<file path="config.mk">
export PLATFORM = sky130hd
export DESIGN_NAME = hprc_top
export DESIGN_NICKNAME = d
export VERILOG_FILES = /design/src/pkg/hprc_pkg.sv /design/src/rtl/hprc_pulse.sv /design/src/rtl/hprc_top.sv
export SDC_FILE = /design/constraint.sdc
export NUM_CORES = 1
export LEC_CHECK = 0
export ABC_AREA = 1
export BUFFER_PORTS_ARGS = -buffer_cell sky130_fd_sc_hd__buf_2
export CAP_MARGIN = 20
export CORE_MARGIN = 2
export CORE_UTILIZATION = 56
export DETAILED_ROUTE_END_ITERATION = 8
export PLACE_DENSITY = 0.77
export SYNTH_ARGS = -nofsm -noshare
export SYNTH_HDL_FRONTEND = slang
export SYNTH_HIERARCHICAL = 1
export SYNTH_SLANG_ARGS = --single-unit
</file>
<file path="constraint.sdc">
create_clock -name clk -period 3.31 [get_ports clk]
set_input_delay 0.8275 -clock clk [delete_from_list [all_inputs] [get_ports clk]]
set_output_delay 0.8275 -clock clk [all_outputs]
set_load 0.05 [all_outputs]
</file>
<file path="src/pkg/hprc_pkg.sv">
package hprc_pkg;
  // =========================================
  // configuration byte fields
  localparam logic [7:0] HPRC_CFG_CMD = 8'h1c;
  localparam logic [7:0] HPRC_CFG_DEFAULT = 8'hf0;
  localparam int HPRC_BIT_KEY_OFF = 4;
  localparam int HPRC_BIT_KEY_ON = 5;
  localparam int HPRC_BIT_KEY_RESET = 6;
  localparam int HPRC_BIT_BLANK = 7;
  localparam int HPRC_BIT_PWR_INV = 0;
  localparam int HPRC_BIT_RST_INV = 1;
  // host line positions in the mode vectors
  localparam int HPRC_LINE_PWR = 1;
  localparam int HPRC_LINE_RST = 2;
  // =========================================
  // timing
  localparam int HPRC_CLK_MHZ = 125;
  localparam int HPRC_PULSE_MS = 200;
  localparam int HPRC_PULSE_CYCLES = HPRC_PULSE_MS * HPRC_CLK_MHZ * 1000;
  localparam int HPRC_WDOG_DEFAULT = 1000000;

  // =========================================
  // pin carrier
  typedef struct packed {
    logic o;
    logic oe;
  } hprc_pin_t;

  // drive modes of one host line
  typedef enum logic [0:0] {
    HPRC_MODE_HOST = 1'b0,
    HPRC_MODE_USER = 1'b1
  } hprc_mode_t;
endpackage : hprc_pkg

</file>
<file path="src/rtl/hprc_pulse.sv">
`timescale 1ns/10ps
module hprc_pulse #(
  parameter int LEN = 8
) (
  // clock and reset
  input wire logic clk,
  input wire logic rst_n,
  // control
  input wire logic start,
  input wire logic invert,
  // pin
  output hprc_pkg::hprc_pin_t pin,
  output logic busy
);
  import hprc_pkg::*;

  if (LEN < 1)
  begin : g_bad_len
    $error("pulse length must be at least one cycle");
  end

  logic [31:0] cnt_reg;

  // =========================================
  // momentary drive then release
  always_ff @(posedge clk or negedge rst_n)
  begin
    if (!rst_n)
    begin
      cnt_reg <= 32'h0;
      pin <= '0;
      busy <= 1'b0;
    end
    else if (!busy && start)
    begin
      cnt_reg <= 32'(LEN - 1);
      pin.oe <= 1'b1;
      pin.o <= invert;
      busy <= 1'b1;
    end
    else if (busy && cnt_reg == 32'h0)
    begin
      pin <= '0;
      busy <= 1'b0;
    end
    else if (busy)
      cnt_reg <= cnt_reg - 32'h1;
  end
endmodule : hprc_pulse

</file>
<file path="src/rtl/hprc_top.sv">
`timescale 1ns/10ps
// Contract
// the first line senses whether the host's switched supply is on and steers behaviour.
// the power-switch line stays undriven except while commanding host on or off.
// a power command drives the power line briefly low, or high if inverted, then releases it.
// the reset-switch line stays undriven unless the host is being reset.
// a reset drives the reset line briefly low, or high if inverted, then releases it.
// the watchdog expiry pulses the reset line to reset the host.
// software must keep the three host lines in their default host-control mode; the block still lets mode_we switch each line to user mode.
// after reset the three lines are in default mode, and a user command may change it.
// config value 0xf0 enables key power off, key power on, key reset and blanking while host off.
// each momentary drive lasts a fixed parameterised number of cycles.
module hprc_top #(
  parameter int PULSE_CYCLES = hprc_pkg::HPRC_PULSE_CYCLES,
  parameter int WDOG_CYCLES = hprc_pkg::HPRC_WDOG_DEFAULT
) (
  // clock and reset
  input wire logic clk,
  input wire logic arst_n,
  // configuration
  input wire logic cfg_we,
  input wire logic [7:0] cfg_cmd,
  input wire logic [7:0] cfg_data,
  input wire logic [2:0] mode_we,
  input wire logic [2:0] mode_user,
  // keypad requests
  input wire logic key_power,
  input wire logic key_reset,
  // watchdog
  input wire logic wdog_en,
  input wire logic wdog_kick,
  // host lines
  input wire logic sense_in,
  input wire logic pwr_in,
  input wire logic rst_in,
  output logic pwr_o,
  output logic pwr_oe,
  output logic hrst_o,
  output logic hrst_oe,
  // status
  output logic host_on,
  output logic blank_display,
  output logic [2:0] mode_user_state
);
  import hprc_pkg::*;

  // =========================================
  // parameter checks
  if (PULSE_CYCLES < 1)
  begin : g_bad_pulse
    $error("pulse length must be at least one cycle");
  end
  if (WDOG_CYCLES < 1)
  begin : g_bad_wdog
    $error("watchdog period must be at least one cycle");
  end

  // =========================================
  // reset release, two stages
  // release is clocked so no flop sees a runt reset edge
  logic rs1_reg;
  logic rst_n;
  always_ff @(posedge clk or negedge arst_n)
  begin
    if (!arst_n)
    begin
      rs1_reg <= 1'b0;
      rst_n <= 1'b0;
    end
    else
    begin
      rs1_reg <= 1'b1;
      rst_n <= rs1_reg;
    end
  end

  // =========================================
  // decode helpers
  // line still under host control, not handed to user gpio
  function automatic logic line_is_host(input logic [2:0] modes, input int idx);
    return modes[idx] == HPRC_MODE_HOST;
  endfunction : line_is_host

  // power key acts as off while the host is up, as on while it is down
  function automatic logic power_key_allowed(input logic [7:0] cfg, input logic up);
    return up ? cfg[HPRC_BIT_KEY_OFF] : cfg[HPRC_BIT_KEY_ON];
  endfunction : power_key_allowed

  // =========================================
  // configuration byte
  // writes with any other command byte are ignored
  logic [7:0] cfg_reg;
  always_ff @(posedge clk or negedge rst_n)
  begin
    if (!rst_n)
      cfg_reg <= HPRC_CFG_DEFAULT;
    else if (cfg_we && cfg_cmd == HPRC_CFG_CMD)
      cfg_reg <= cfg_data;
  end

  // =========================================
  // drive modes, factory default is host control
  always_ff @(posedge clk or negedge rst_n)
  begin
    if (!rst_n)
      mode_user_state <= {3{HPRC_MODE_HOST}};
    else
    begin
      for (int i = 0; i < 3; i++)
      begin
        if (mode_we[i])
          mode_user_state[i] <= mode_user[i];
      end
    end
  end

  // =========================================
  // host sense
  always_ff @(posedge clk or negedge rst_n)
  begin
    if (!rst_n)
      host_on <= 1'b0;
    else
      host_on <= sense_in;
  end

  // blanking while the host is down
  always_ff @(posedge clk or negedge rst_n)
  begin
    if (!rst_n)
      blank_display <= 1'b0;
    else
      blank_display <= cfg_reg[HPRC_BIT_BLANK] && !sense_in;
  end

  // =========================================
  // watchdog
  logic [31:0] wd_reg;
  logic wd_expire;
  logic wd_fire;

  // counts only while enabled, unkicked and the host is up
  always_comb
  begin
    wd_expire = wdog_en && !wdog_kick && sense_in && wd_reg == 32'(WDOG_CYCLES - 1);
  end

  always_ff @(posedge clk or negedge rst_n)
  begin
    if (!rst_n)
      wd_reg <= 32'h0;
    else if (!wdog_en || wdog_kick || !sense_in || wd_expire)
      wd_reg <= 32'h0;
    else
      wd_reg <= wd_reg + 32'h1;
  end

  // one-cycle expiry strobe toward the reset drive
  always_ff @(posedge clk or negedge rst_n)
  begin
    if (!rst_n)
      wd_fire <= 1'b0;
    else
      wd_fire <= wd_expire;
  end

  // =========================================
  // request decode
  logic pwr_go;
  logic rst_cause;
  logic rst_go;

  // power press, direction chosen by host state
  always_comb
  begin
    pwr_go = key_power && line_is_host(mode_user_state, HPRC_LINE_PWR) &&
      power_key_allowed(cfg_reg, sense_in);
  end

  // reset press from keypad or watchdog, only while host is up
  always_comb
  begin
    rst_cause = (key_reset && cfg_reg[HPRC_BIT_KEY_RESET]) || wd_fire;
    rst_go = rst_cause && sense_in && line_is_host(mode_user_state, HPRC_LINE_RST);
  end

  // =========================================
  // momentary drives
  hprc_pin_t pwr_pin;
  hprc_pin_t rst_pin;
  // power switch press
  hprc_pulse #(.LEN(PULSE_CYCLES)) u_pwr (
    .clk(clk),
    .rst_n(rst_n),
    .start(pwr_go),
    .invert(cfg_reg[HPRC_BIT_PWR_INV]),
    .pin(pwr_pin),
    .busy()
  );
  // reset switch press, shared with the watchdog
  hprc_pulse #(.LEN(PULSE_CYCLES)) u_rst (
    .clk(clk),
    .rst_n(rst_n),
    .start(rst_go),
    .invert(cfg_reg[HPRC_BIT_RST_INV]),
    .pin(rst_pin),
    .busy()
  );

  // =========================================
  // outputs straight from flops inside the pulse modules
  always_comb
  begin
    pwr_o = pwr_pin.o;
    pwr_oe = pwr_pin.oe;
  end

  always_comb
  begin
    hrst_o = rst_pin.o;
    hrst_oe = rst_pin.oe;
  end
endmodule : hprc_top

</file>
==> key figures, run 1 <==
Die
  • Die area: between 10000 and 15000 um2
  • Die X-Extent: 118 um
  • Initial Util: 0.573
  • Vert. Die Dim: 118 um
  • Core area: roughly 13000 um2
  • Io pins: between 40 and 50
  • Row cnt: 41

Pwr
  • Total power: 3.46 mW
  • Leak: between 3 and 4 nW
  • Max VDD drop: 0.000355 V
  • P per Cell Area: 428 nW/um2

Setup path
  • Critical path's slowest cell: nor2_4
  • Critical Path Max Stage Delay: roughly 0.60 ns
  • Critical path depth: 10
  • Crit path from: u_pwr/cnt_reg[0]$_DFFE_PN0P_
  • CP arrival: between 2 and 3 ns
  • Crit path buffers/inverters: 1
  • Critical Path, Cell by Cell: inv_1 -> ha_1 -> nand2_2 -> nor2_4 -> nand2_2 -> nor2_2 -> nor2_2 -> nor2_4 -> nand2_1 -> nand2_1
  • CP max FO: 30
  • R2r startpoint: u_pwr/cnt_reg[0]$_DFFE_PN0P_
  • CP Launch Type: register
  • R2R depth: 10
  • Critical path's top delay family: simple AND/OR/NAND/NOR gates
  • Critical Path RT: between 3 and 4 ns
  • Critical path class: reg -> reg
  • Crit. End Element: register

Drt
  • TritonRoute pass-1 iters: 5
  • # DRC: 0
  • Vias: around 6.6k
  • Routed Antenna Nets: 0
  • Avg Vias per Cell: about 5.1
  • Detailed Route Iter0 Violations: roughly 500
  • Drt wl/cell: roughly 13 um
  • Total wire length: between 15000 and 20000 um

Job
  • Max-Cap Viols: 0

Logic synthesis
  • Syn Area/Cell: about 6.8 um2
  • Syn Nets: roughly 1.1k
  • Gate Count Post-Synth: around 1.1k
  • Largest family of logic cells by synthesized area: simple AND/OR/NAND/NOR gates
  • Netlist cell types: 33
  • Top cells by count, synth: nand2_1, nor2_1, dfrtp_1, inv_1, nand3_1
  • Number of synthesized flops with an enable pin: 0
  • Synth top area share: 0.381
  • Multiplexer area fraction after synthesis: 0.00312
  • Synth Area in Simple Gates: 0.446
  • Synthesized flop and latch total: 114
  • XOR/XNOR share of the synthesized area: 0.0351
  • Async S/R FF share, synth: 1.00
  • Most common cell in the netlist: nand2_1
  • Syn Std Cell Area: between 7000 and 8000 um2
  • Seq/Total Area, Yosys: 0.395
  • Post-synth top area cell: dfrtp_1
  • Top cells by area, synth: dfrtp_1, nand2_1, nor2_1
  • Most used flip-flop cell after synthesis: dfrtp_1
  • Yosys warns: 6
  • Synthesized-area fraction occupied by adder cells: 0.00519
  • Synth Area in Compound Gates: 0.0367

Run status
  • Status: completed

Worst hold path
  • Hold crit path type: in -> async

Timing
  • Worst slew margin: 0.343
  • F_max: 0.383 GHz
  • RSZ-0062 raised after global routing: no
  • PnR worst setup slack: 0.697 ns
  • Fin crit share: 0.789
  • Min cycle time layout: around 2.6 ns
  • Hold slack: about 0.18 ns
  • Fin. Hold Viols: 0
  • Worst Skew: between 0.007 and 0.008 ns
  • Pins Over Slew Limit: 0
  • Slew @ Worst Pin: ~0.98 ns
  • Setup TNS Final: 0 ns
  • Setup violations, final: 0

Global route
  • First-pass GRT wire length: roughly 29000 um
  • Most Used Layer, Global Route: met2
  • Final global-route overflow total: 0
  • GR Util met1: 0.344
  • Met2 usage: 0.413
  • Initial antenna violation count: 0
  • Vias in the first global route: about 6k
  • Largest net degree at the start of global routing: 56
  • Total GRT Usage: 0.254
  • Grt met3 use: 0.0547

Placed design
  • PortBufs: 36
  • Gpl congestion: a little over 0.9
  • Place WS: about 0.71 ns
  • Detailed placement HPWL: around 12000 um

Clocking
  • Max Buffers Root-to-Sink: 2
  • Later-pin clock latency in the skew report: between 0.4 and 0.5 ns
  • Clock root buffer: clkbuf_16
  • Setup repair bufs after CTS: 0
  • Hold buffers post-CTS: 0
  • CTS H-tree lvls: 4
  • Reg clk slew, reported paths: about 0.050 ns
  • CTS resizes: 0
  • CTS Buf Count: 17
  • CTS Sinks: 114
  • CTS tree: done

Final layout
  • P&R area growth vs syn: 11.9%
  • # diodes: 0
  • Ratio of cells with drive above 1 in the final layout: 0.124
  • Fin nets: roughly 1.1k
[area by class of cell]
cell class                      instances  area [um2]
Sequential cell                       114        2860
Multi-Input combinational cell        836        3810
Tap cell                              172         215
Clock buffer                           23         478
Clock inverter                          9         154
Fill cell                            1199        4530
Inverter                               94         353
Timing Repair Buffer                   41         218
[where the power goes]
group | internal, mW | switching [mW]
combinational | 0.0240 | 0.0527
clock | 1.32 | 0.640
sequential | 1.41 | 0.0176
[final timing paths]
check / slack, ns / end
hold / removal: 0.18 / rst_n$_DFF_PN0_
min in group clk: 0.36 / rst_n$_DFF_PN0_
setup reg to reg: 0.70 / u_pwr/cnt_reg[24]$_DFFE_PN0P_
max in group asynchronous: 2.08 / cfg_reg[6]$_DFFE_PN1P_
setup / recovery: 0.70 / u_pwr/cnt_reg[24]$_DFFE_PN0P_
hold reg to reg: 0.36 / rst_n$_DFF_PN0_
[layout by cell type (no fill, tap or decap), types with 2 or more instances in the layout]
master	instances
nand2_1	383
nor2_1	205
dfrtp_1	109
inv_1	92
nand3_1	55
nand4_1	42
buf_2	36
o21ai_0	28
nor2_2	25
nand2_2	17
clkbuf_16	17
xor2_1	16
xnor2_1	13
a21oi_1	13
nor2_4	10
or2_2	8
o21bai_1	7
buf_4	5
dfstp_2	4
bufinv_16	4
ha_1	3
clkbuf_1	3
clkbuf_8	3
nor3_1	2
nand3b_1	2
mux2_2	2
clkinvlp_4	2
clkinv_2	2
clkinv_1	2
[cell families (layout without fill, tap and decap cells)]
logic type               count (synthesis)  count (layout)
multiplexers                             2               2
AO/OA/AOI/OAI                           49              49
buffers and inverters                  116             167
other                                    1               1
flip-flops                             114             114
XOR/XNOR                                29              29
AND/OR/NAND/NOR                        752             752
adder cells (fa/ha/maj)                  3               3
[metal layers]
metal  part of all wire  wire [um]
met1               0.46       7620
met2               0.47       7850
met3              0.061       1010
met4              0.012        193
met5                  0          0
[stage by stage]
step,instances,util,area [um2]
6_report,1289,0.641,8090
5_1_grt,1289,0.641,8090
4_1_cts,1289,0.641,8090
3_5_place_dp,1257,0.591,7450
3_3_place_gp,1257,0.591,7450
2_1_floorplan,1066,-,7230
Power figures use the tool's default switching activity.
==> inputs of run 2 (changes only) <==
--- a/config.mk
+++ b/config.mk
@@ -9,9 +9,9 @@
 export BUFFER_PORTS_ARGS = -buffer_cell sky130_fd_sc_hd__buf_2
 export CAP_MARGIN = 20
 export CORE_MARGIN = 2
-export CORE_UTILIZATION = 56
+export CORE_UTILIZATION = 62
 export DETAILED_ROUTE_END_ITERATION = 8
-export PLACE_DENSITY = 0.77
+export PLACE_DENSITY = 0.81
 export SYNTH_ARGS = -nofsm -noshare
 export SYNTH_HDL_FRONTEND = slang
 export SYNTH_HIERARCHICAL = 1
==> constraint.sdc (replaced) <==
create_clock -name clk -period 2.7 [get_ports clk]
set_input_delay 0.675 -clock clk [delete_from_list [all_inputs] [get_ports clk]]
set_output_delay 0.675 -clock clk [all_outputs]
set_load 0.05 [all_outputs]
==> run 2 against run 1 <==
Effect of this change: cell count down 2.0%; count of clock-buffer cells in the layout down 4; via count up 1.4%; critical path depth up 1; wire length up 2.7%; combinational power up 23%; power up 22%; largest cell class unchanged; largest power group unchanged.
==> key figures, run 2 (synthesis results as in run 1) <==
Run status
  • Status: completed

Pwr
  • P per Cell Area: 518 nW/um2 (+21%)
  • Max VDD drop: 0.000543 V (+53%)
  • Total power: 4.20 mW (+22%)
  • Leak: 3.87 nW (+0.71%)

Global route
  • Vias in the first global route: 6348 (+3.2%)
  • Largest net degree at the start of global routing: 50 (-11%)
  • Grt met3 use: 0.0626 (+0.00785)
  • Most Used Layer, Global Route: met2
  • Final global-route overflow total: 0 (unchanged)
  • First-pass GRT wire length: 29300 um (+2.9%)
  • GR Util met1: 0.382 (+0.0380)
  • Initial antenna violation count: 0 (unchanged)
  • Total GRT Usage: 0.292 (+0.0374)
  • Met2 usage: 0.475 (+0.0616)

Worst hold path
  • Hold crit path type: in -> async

Final layout
  • Ratio of cells with drive above 1 in the final layout: 0.129 (+0.00413)
  • Fin nets: 1142 (+0.26%)
  • # diodes: 0 (unchanged)
  • Non-filler cells, final: 1263 (-2.0%)
  • Most common cell after layout, fill and taps aside: nand2_1
  • Final design instance area without fill: 8120 um2 (+0.36%)
  • Fill cells: 968 (-19%)
  • Final core utilization: 0.711 (+0.0699)
  • Most frequent cells in the layout: nand2_1, nor2_1, dfrtp_1
  • P&R area growth vs syn: 12.3%

Clocking
  • Reg clk slew, reported paths: 0.05 ns (about the same)
  • Hold buffers post-CTS: 0 (unchanged)
  • CTS Sinks: 114 (unchanged)
  • CTS H-tree lvls: 4 (unchanged)
  • CTS Buf Count: 17 (unchanged)
  • Setup repair bufs after CTS: 0 (unchanged)
  • CTS tree: done
  • Clock root buffer: clkbuf_16
  • Later-pin clock latency in the skew report: 0.43 ns (about the same)
  • Max Buffers Root-to-Sink: 2 (unchanged)
  • CTS resizes: 0 (unchanged)

Die
  • Io pins: 41 (unchanged)
  • Row cnt: 39 (-4.9%)
  • Initial Util: 0.633 (+0.0603)
  • Core area: 11400 um2 (-9.5%)
  • Vert. Die Dim: 112 um (-4.8%)
  • Die X-Extent: 112 um (-4.8%)
  • Die area: 12500 um2 (-9.4%)

Placed design
  • Placed cell areas: 7480 um2 (+0.32%)
  • Place WS: 0.238 ns (-0.470 ns)
  • Detailed placement HPWL: 12100 um (+1.5%)
  • PortBufs: 36 (unchanged)
  • Gpl congestion: 0.957 (+3.0%)
  • Placed Cells: 1231 (-2.1%)

Timing
  • RSZ-0062 raised after global routing: no
  • F_max: 0.432 GHz (+13%)
  • PnR worst setup slack: 0.387 ns (-0.311 ns)
  • Worst slew margin: 0.561 (+0.218)
  • Min cycle time layout: 2.31 ns (-0.299 ns)
  • Setup violations, final: 0 (unchanged)
  • Setup TNS Final: 0 ns (unchanged)
  • Worst Skew: 0.00740 ns (-0.000370 ns)
  • Pins Over Slew Limit: 0 (unchanged)
  • Fin. Hold Viols: 0 (unchanged)
  • Hold slack: 0.0227 ns (-0.159 ns)
  • Fin crit share: 0.857 (+0.0675)
  • Slew @ Worst Pin: 0.658 ns (-0.325 ns)

Drt
  • Total wire length: 17100 um (+2.7%)
  • Vias: 6723 (+1.4%)
  • # DRC: 0 (unchanged)
  • Detailed Route Iter0 Violations: 609 (+21%)
  • Routed Antenna Nets: 0 (unchanged)
  • TritonRoute pass-1 iters: 7 (+2)
  • Drt wl/cell: 13.6 um (+4.8%)
  • Avg Vias per Cell: 5.32 (+3.5%)

Job
  • Max-Cap Viols: 0 (unchanged)

Setup path
  • CP max FO: 21 (-30%)
  • Critical path class: reg -> reg
  • CP arrival: 2.67 ns (-0.29 ns)
  • Critical Path RT: 3.06 ns (-0.60 ns)
  • Crit. End Element: register
  • CP Launch Type: register
==> run 2: worst paths after layout <==
kind / startpoint / end / slack (ns) / depth (start not counted)
max: u_rst/cnt_reg[0]$_DFFE_PN0P_ / u_rst/cnt_reg[23]$_DFFE_PN0P_ / 0.39 / 11
min: arst_n / rs1_reg$_DFF_PN0_ / 0.02 / 1
max in group asynchronous: rst_n$_DFF_PN0_ / u_rst/cnt_reg[27]$_DFFE_PN0P_ / 1.61 / 1
min in group clk: rs1_reg$_DFF_PN0_ / rst_n$_DFF_PN0_ / 0.36 / 0
max reg2reg: u_rst/cnt_reg[0]$_DFFE_PN0P_ / u_rst/cnt_reg[23]$_DFFE_PN0P_ / 0.39 / 11
min reg2reg: rst_n$_DFF_PN0_ / u_pwr/cnt_reg[24]$_DFFE_PN0P_ / 0.36 / 0
==> run 2: per-layer routing <==
metal  share of wire  vias to the layer above
met5               0                        -
met4           0.022                        0
met3           0.051                       32
met2            0.48                      203
met1            0.45                     3079
li1                -                     3409
==> run 2: report_power, final <==
group	total, mW	internal, mW	switching [mW]
clock network	2.36	1.56	0.799
registers	1.75	1.73	0.0206
logic	0.0943	0.0311	0.0632
total	4.20	3.32	0.883
==> run 2: area by class of cell <==
type                            count  area, um2  share of cell area
Clock buffer                       19        443              0.0546
Timing Repair Buffer               44        278              0.0342
Sequential cell                   114       2860               0.353
Multi-Input combinational cell    836       3820               0.470
Inverter                           94        353              0.0435
Tap cell                          143        179              0.0220
Clock inverter                     13        184              0.0227
==> run 2: worst max-delay path, cell delays in order (launching register included) <==
cell	delay, ns
dfrtp_1	0.43
inv_1	0.12
ha_1	0.28
nand2_2	0.13
nor2_4	0.17
nand2_2	0.07
nor2_2	0.21
nor2_4	0.16
nor2_4	0.33
buf_12	0.20
nand2_1	0.05
nand2_1	0.07
